--- src/hw/wake_pin_detector_regs.svh ---
// register offsets, field positions, reset values and timing counts of the wake detector
`ifndef WAKE_PIN_DETECTOR_REGS_SVH
`define WAKE_PIN_DETECTOR_REGS_SVH

`define WAKE_CTRL_OFFSET 8'h00
`define WAKE_STAT_OFFSET 8'h04

`define WAKE_CTRL_EN_BIT 0
`define WAKE_CTRL_MASK_A_BIT 1
`define WAKE_CTRL_MASK_B_BIT 2
`define WAKE_CTRL_RESET 3'h0

`define WAKE_STAT_LEVEL_BIT 0
`define WAKE_STAT_FLAG_A_BIT 1
`define WAKE_STAT_FLAG_B_BIT 2

`define WAKE_CLK_MHZ 50
`define WAKE_FILTER_MIN_NS 10000
`define WAKE_FILTER_MAX_NS 25000
`define WAKE_FILTER_CYCLES ((`WAKE_FILTER_MIN_NS * `WAKE_CLK_MHZ + 999) / 1000)

`endif

--- src/hw/wake_pkg.sv ---
// types shared by the wake detector modules
package wake_pkg;

   typedef enum logic [6:0] {
      MODE_INIT     = 7'h01,
      MODE_NORMAL   = 7'h02,
      MODE_STOP     = 7'h04,
      MODE_FLASH    = 7'h08,
      MODE_SLEEP    = 7'h10,
      MODE_FAILSAFE = 7'h20,
      MODE_RESTART  = 7'h40
   } mode_type;

endpackage

--- src/hw/wake_filter_if.sv ---
// signals between the glitch filter and the wake control logic
`timescale 1ns/1ps
interface wake_filter_if;
   logic run;
   logic pin_now;
   logic level;
   logic rise;
   logic fall;
   modport filt (input run, output pin_now, output level, output rise, output fall);
   modport user (output run, input pin_now, input level, input rise, input fall);
endinterface

--- src/hw/wake_pin_detector.sv ---
// wake pin detector: filtered wake events, flags, masks and mode wake requests
// What this block does
// - both pin edge directions count as wake
// - new level must persist 10 to 25 us
// - software enable switches pin wake capability
// - pin edges ignored while supply is off
// - pin level readable in normal, stop, flash
// - enabled edge wakes device from sleep
// - any edge in fail-safe requests restart
// - enabled edge in active modes sets flag, interrupt
// - rise and fall interrupts masked separately
// - pending flag at sleep entry wakes again
`timescale 1ns/1ps
`include "wake_pin_detector_regs.svh"
module wake_pin_detector #(
   parameter int FILTER_CYCLES = `WAKE_FILTER_CYCLES,
   parameter int CNT_W = 11
) (
   input wire logic clk,                 // 50 MHz
   input wire logic rst_b,               // async reset, active low
   input wire logic wake_input_pin,      // external wake pin
   input wire logic supply_ok,           // supply above off threshold
   input wire wake_pkg::mode_type mode,  // present device mode
   input wire logic [7:0] reg_addr,      // register byte address
   input wire logic [31:0] reg_wdata,    // register write data
   input wire logic reg_wr,              // write strobe
   input wire logic reg_rd,              // read strobe
   output logic [31:0] reg_rdata,        // read data, cycle after strobe
   output logic wake_from_sleep,         // request to leave sleep
   output logic restart_req,             // request fail-safe to restart
   output logic wake_irq                 // unmasked flag pending
);
   wake_filter_if fif();

   logic wake_input_enable_q;
   logic mask_a_q;
   logic mask_b_q;
   logic wake_edge_flag_a_q;
   logic wake_edge_flag_b_q;
   logic wake_from_sleep_q;
   logic restart_req_q;
   logic wake_irq_q;
   logic [31:0] reg_rdata_q;

   logic active;
   logic in_sleep;
   logic in_failsafe;
   logic any_edge;
   logic wr_ctrl;
   logic wr_stat;
   logic set_a;
   logic set_b;
   logic clr_a;
   logic clr_b;
   logic wake_level_status;
   logic [31:0] rd_word;

   // one offset decoder shared by the write side, the read side and every check except p_level_read
   function automatic logic hits(input logic [7:0] addr, input logic [7:0] offset);
      return addr == offset;
   endfunction

   if (FILTER_CYCLES < 2 || FILTER_CYCLES >= (1 << CNT_W)) begin : g_chk
      $error("filter length does not fit the counter");
   end

   wake_glitch_filter #(
      .FILTER_CYCLES(FILTER_CYCLES),
      .CNT_W(CNT_W)
   ) u_filter (
      .clk(clk),
      .rst_b(rst_b),
      .pin(wake_input_pin),
      .fi(fif.filt)
   );

   assign fif.run = supply_ok;

   always_comb begin
      active = (mode == wake_pkg::MODE_NORMAL) || (mode == wake_pkg::MODE_STOP) ||
               (mode == wake_pkg::MODE_FLASH);
      in_sleep = (mode == wake_pkg::MODE_SLEEP);
      in_failsafe = (mode == wake_pkg::MODE_FAILSAFE);
      any_edge = supply_ok && (fif.rise || fif.fall);
      wr_ctrl = reg_wr && hits(reg_addr, `WAKE_CTRL_OFFSET);
      wr_stat = reg_wr && hits(reg_addr, `WAKE_STAT_OFFSET);
      set_a = supply_ok && wake_input_enable_q && active && fif.rise;
      set_b = supply_ok && wake_input_enable_q && active && fif.fall;
      clr_a = wr_stat && reg_wdata[`WAKE_STAT_FLAG_A_BIT];
      clr_b = wr_stat && reg_wdata[`WAKE_STAT_FLAG_B_BIT];
      wake_level_status = active && fif.pin_now;
   end

   // control register
   always_ff @(posedge clk or negedge rst_b) begin
      if (!rst_b) begin
         {mask_b_q, mask_a_q, wake_input_enable_q} <= `WAKE_CTRL_RESET;
      end else if (wr_ctrl) begin
         wake_input_enable_q <= reg_wdata[`WAKE_CTRL_EN_BIT];
         mask_a_q <= reg_wdata[`WAKE_CTRL_MASK_A_BIT];
         mask_b_q <= reg_wdata[`WAKE_CTRL_MASK_B_BIT];
      end
   end

   // direction flags, write one to clear; a new edge beats the clear
   always_ff @(posedge clk or negedge rst_b) begin
      if (!rst_b) begin
         wake_edge_flag_a_q <= 1'b0;
         wake_edge_flag_b_q <= 1'b0;
      end else begin
         wake_edge_flag_a_q <= set_a || (wake_edge_flag_a_q && !clr_a);
         wake_edge_flag_b_q <= set_b || (wake_edge_flag_b_q && !clr_b);
      end
   end

   always_ff @(posedge clk or negedge rst_b) begin
      if (!rst_b) begin
         wake_irq_q <= 1'b0;
      end else begin
         wake_irq_q <= (wake_edge_flag_a_q && !mask_a_q) ||
                       (wake_edge_flag_b_q && !mask_b_q);
      end
   end

   // sleep exit: enabled edge, or a flag left over from before sleep
   always_ff @(posedge clk or negedge rst_b) begin
      if (!rst_b) begin
         wake_from_sleep_q <= 1'b0;
      end else if (!supply_ok || !in_sleep) begin
         wake_from_sleep_q <= 1'b0;
      end else if ((wake_input_enable_q && any_edge) ||
                   wake_edge_flag_a_q || wake_edge_flag_b_q) begin
         wake_from_sleep_q <= 1'b1;
      end
   end

   // fail-safe exit ignores the enable
   always_ff @(posedge clk or negedge rst_b) begin
      if (!rst_b) begin
         restart_req_q <= 1'b0;
      end else if (!supply_ok || !in_failsafe) begin
         restart_req_q <= 1'b0;
      end else if (any_edge) begin
         restart_req_q <= 1'b1;
      end
   end

   always_comb begin
      rd_word = 32'h0000_0000;
      if (hits(reg_addr, `WAKE_CTRL_OFFSET)) begin
         rd_word[`WAKE_CTRL_EN_BIT] = wake_input_enable_q;
         rd_word[`WAKE_CTRL_MASK_A_BIT] = mask_a_q;
         rd_word[`WAKE_CTRL_MASK_B_BIT] = mask_b_q;
      end else if (hits(reg_addr, `WAKE_STAT_OFFSET)) begin
         rd_word[`WAKE_STAT_LEVEL_BIT] = wake_level_status;
         rd_word[`WAKE_STAT_FLAG_A_BIT] = wake_edge_flag_a_q;
         rd_word[`WAKE_STAT_FLAG_B_BIT] = wake_edge_flag_b_q;
      end
   end

   // read data stand for one cycle only, zero otherwise
   always_ff @(posedge clk or negedge rst_b) begin
      if (!rst_b) begin
         reg_rdata_q <= 32'h0000_0000;
      end else if (reg_rd) begin
         reg_rdata_q <= rd_word;
      end else begin
         reg_rdata_q <= 32'h0000_0000;
      end
   end

   assign reg_rdata = reg_rdata_q;
   assign wake_from_sleep = wake_from_sleep_q;
   assign restart_req = restart_req_q;
   assign wake_irq = wake_irq_q;
endmodule

--- src/hw/wake_glitch_filter.sv ---
// synchroniser and persistence filter for the wake pin
`timescale 1ns/1ps
`include "wake_pin_detector_regs.svh"
module wake_glitch_filter #(
   parameter int FILTER_CYCLES = `WAKE_FILTER_CYCLES,
   parameter int CNT_W = 11
) (
   input wire logic clk,          // 50 MHz
   input wire logic rst_b,        // async reset, active low
   input wire logic pin,          // raw wake pin
   wake_filter_if.filt fi         // filtered events
);
   localparam logic [CNT_W-1:0] LAST = CNT_W'(FILTER_CYCLES - 1);

   logic sync1_q;
   logic sync2_q;
   logic level_q;
   logic rise_q;
   logic fall_q;
   logic [CNT_W-1:0] cnt_q;
   logic prev_q;
   logic [CNT_W-1:0] hold_q;

   if (FILTER_CYCLES < 2 || FILTER_CYCLES >= (1 << CNT_W)) begin : g_chk
      $error("FILTER_CYCLES does not fit the counter");
   end

   always_ff @(posedge clk or negedge rst_b) begin
      if (!rst_b) begin
         sync1_q <= 1'b0;
         sync2_q <= 1'b0;
      end else begin
         sync1_q <= pin;
         sync2_q <= sync1_q;
      end
   end

   // new level must differ for FILTER_CYCLES cycles in a row
   always_ff @(posedge clk or negedge rst_b) begin
      if (!rst_b) begin
         level_q <= 1'b0;
         cnt_q <= '0;
         rise_q <= 1'b0;
         fall_q <= 1'b0;
      end else begin
         rise_q <= 1'b0;
         fall_q <= 1'b0;
         if (!fi.run) begin
            level_q <= sync2_q;
            cnt_q <= '0;
         end else if (sync2_q == level_q) begin
            cnt_q <= '0;
         end else if (cnt_q == LAST) begin
            level_q <= sync2_q;
            cnt_q <= '0;
            rise_q <= sync2_q;
            fall_q <= ~sync2_q;
         end else begin
            cnt_q <= cnt_q + 1'b1;
         end
      end
   end

   // helper for checks: length of the present stable run of the pin
   always_ff @(posedge clk or negedge rst_b) begin
      if (!rst_b) begin
         prev_q <= 1'b0;
         hold_q <= '0;
      end else begin
         prev_q <= sync2_q;
         if (sync2_q != prev_q) begin
            hold_q <= '0;
         end else if (hold_q != {CNT_W{1'b1}}) begin
            hold_q <= hold_q + 1'b1;
         end
      end
   end

   assign fi.pin_now = sync2_q;
   assign fi.level = level_q;
   assign fi.rise = rise_q;
   assign fi.fall = fall_q;
endmodule

--- config.mk ---
export PLATFORM = sky130hd
export DESIGN_NAME = wake_pin_detector
export DESIGN_NICKNAME = d
export VERILOG_FILES = /design/src/hw/wake_pkg.sv /design/src/hw/wake_filter_if.sv /design/src/hw/wake_pin_detector.sv /design/src/hw/wake_glitch_filter.sv
export VERILOG_INCLUDE_DIRS = /design/src /design/src/hw
export SDC_FILE = /design/constraint.sdc
export NUM_CORES = 1
export LEC_CHECK = 0
export ABC_CLOCK_PERIOD_IN_PS = 2400
export BUFFER_PORTS_ARGS = -buffer_cell sky130_fd_sc_hd__buf_2
export CORE_MARGIN = 3
export CORE_UTILIZATION = 43
export CTS_BUF_LIST = sky130_fd_sc_hd__clkbuf_16
export DETAILED_ROUTE_END_ITERATION = 10
export PLACE_DENSITY = 0.79
export REMOVE_ABC_BUFFERS = 1
export SETUP_SLACK_MARGIN = 0.02
export SYNTH_ARGS = -nofsm -noshare
export SYNTH_HDL_FRONTEND = slang
export SYNTH_SLANG_ARGS = --single-unit
--- constraint.sdc ---
create_clock -name clk -period 2.4 [get_ports clk]
set_input_delay 0.48 -clock clk [delete_from_list [all_inputs] [get_ports clk]]
set_output_delay 0.48 -clock clk [all_outputs]
set_load 0.005 [all_outputs]
==> run summary <==
I/O Buffers: 29
Avg Inst Size Synth: 10.3 sq um
final WL: 2410 microns
chip width: 64.6 microns
Netlist Area Pre-Place: 1480 sq um
R2R setup slack: 0.61 ns
Hold WC Path Type: in2async
delay-heaviest family, CP: simple AND/OR/NAND/NOR gates
worst hold slack: 0.208 ns
Area growth, synth to finish: 11.2%
CP arrival: 1.92 ns
yosys warns: 0
number of post-CTS setup repair buffers: 0
Core Area: 3150 sq um
CP max stage delay: 0.52 ns
num rows: 20
global-route wire length before repair: 4080 microns
status: completed
RSZ-0062 raised after global routing: no
gr usage total: 0.125
Final Instance Area: 1640 sq um
largest net degree at the start of global routing: 28
vias in the first global route: 975
RR Startpoint: u_filter.cnt_q[3]$_DFF_PN0_
Worst EP required: 2.53 ns
max frequency: 0.559 GHz
setup total negative slack: 0 ns
Post-synth EDFFs: 0
drt first-iter violations: 52
Lkg Pwr: 0.000793 uW
remaining global-route overflow: 0
CTS Buffer Depth: 2
layout cells sized above 1: 0.241
DP Wirelength: 1880 microns
Crit Path Class: reg2reg
most frequent cells in the layout: 29 x conb_1, 29 x buf_2, 27 x dfrtp_1
Placed Instances: 214
drt wl/cell: 11.1 microns
ANT cells: 0
CP max FO: 11
Final Hold Fails: 0
Inserted Clock Buffers: 3
# setup viols final: 0
worst path buffer plus inverter count: 0
part of the cycle the worst path needs: 0.746
number of routed nets with antenna violations: 0
crit start category: flop
critical path endpoint category: flop
Layout Nets: 229
Top FF cell, synth: dfrtp_1
max-cap violations: 0
clk sinks: 27
max-slew violations: 0
max FFs per register: 11
worst relative slew slack: 0.623
io pins: 88
clk_skew: 0.00497 ns
critical path startpoint: u_filter.cnt_q[3]$_DFF_PN0_
# resized after CTS: 0
#FFs+latches synth: 27
Root Driver: clkbuf_16
placed cell area: 1560 sq um
sequential share of the synthesized area: 0.458
Clock transition at path regs: 0.07 ns
Via-to-Cell Ratio: 4.52
Hold-fix buffers, CTS: 0
DRC Markers: 0
Worst-Skew Late Latency: 0.26 ns
worst vdd ir: 0.461 mV
Worst Tran Pin Value: 0.565 ns
Largest Register: u_filter.cnt_q
CTS tree: yes
Yosys cell types: 34
critical-path cell list: or4_1 -> nor3_1 -> nand3b_1 -> nor2_1
asr flop ratio synth: 1.00
Power Dens Cells: 560 nW/um^2
CTS H-tree lvls: 1
Initial Util: 0.468
die footprint: 4170 sq um
antenna violations before repair: 0
GPL Wtd Cong: 0.846
Crit-path slowest cell: or4_1
final cell count without fillers: 218
vias post-DR: 986
first drt pass iteration count: 4
Mapped Cells: 143
Period minus WS final: 1.79 ns
die height: 64.6 microns
logic make-up (layout without fill, tap and decap cells):
group / after synthesis / count (layout) / share of synthesized area
other cells: 1 / 29 / 0.00254
flops: 27 / 27 / 0.458
mux: 4 / 4 / 0.0381
simple gates: 54 / 54 / 0.209
xor+xnor: 11 / 11 / 0.0653
fa+ha+maj: 1 / 1 / 0.00847
compound gates: 9 / 9 / 0.0525
buf+inv: 36 / 39 / 0.166
metrics by stage:
step                      utilization  worst slack [ns]  total power, uW
after floorplan                     -             0.540              514
after detailed placement        0.494             0.349              553
after global routing            0.521             0.426              964
final                           0.521             0.610              919
after CTS                       0.521             0.580              940
after global placement          0.494             0.358              552
final timing paths:
check	to	depth (start not counted)
min in group clk	u_filter.sync1_q$_DFF_PN0_	1
worst min-delay path	reg_rdata[1]$_DFF_PN0_	1
worst max-delay path	u_filter.cnt_q[10]$_DFF_PN0_	4
worst max register to register	u_filter.cnt_q[10]$_DFF_PN0_	4
max in group asynchronous	u_filter.fi.level$_DFFE_PN0P_	1
worst min register to register	u_filter.fi.pin_now$_DFF_PN0_	0
cell type report:
type,count,area [sq um]
well taps,44,55.1
multi-input cells,108,661
clock inverters,1,7.51
inverters,6,22.5
fillers,311,1510
repair buffers,29,145
flip-flops and latches,27,676
clock buffers,3,75.1
worst reg2reg max path: cells and delay by family, from the launching register on:
kind / cells / cell delay, ns
flip-flops: 1 / 0.43
AND/OR/NAND/NOR: 4 / 1.22
per-layer routing:
layer | up-vias | GRT usage | part of all wire | wire, microns
li1 | 488 | - | - | -
met1 | 448 | 0.139 | 0.40 | 977
met2 | 46 | 0.222 | 0.49 | 1170
met3 | 4 | 0.0451 | 0.10 | 245
met4 | 0 | 0.0396 | 0.0066 | 16
met5 | - | 0 | 0 | 0
where the power goes:
group          leakage, uW  switching (uW)  internal [uW]  total [uW]
registers         0.000369            9.50            464         473
clock network    0.0000371             147            226         373
logic             0.000387            44.4           28.3        72.6
cell usage after synthesis, types with 3 or more instances:
library cell / count / area share
buf_4: 29 / 0.15
dfrtp_1: 27 / 0.46
inv_1: 6 / 0.015
mux2_4: 3 / 0.031
nand2_1: 7 / 0.018
nand3_1: 8 / 0.027
nor2_1: 15 / 0.038
nor2b_1: 3 / 0.013
nor3_1: 5 / 0.017
nor4_1: 3 / 0.013
xnor2_1: 7 / 0.042
xor2_1: 4 / 0.024
Power figures use the tool's default switching activity.
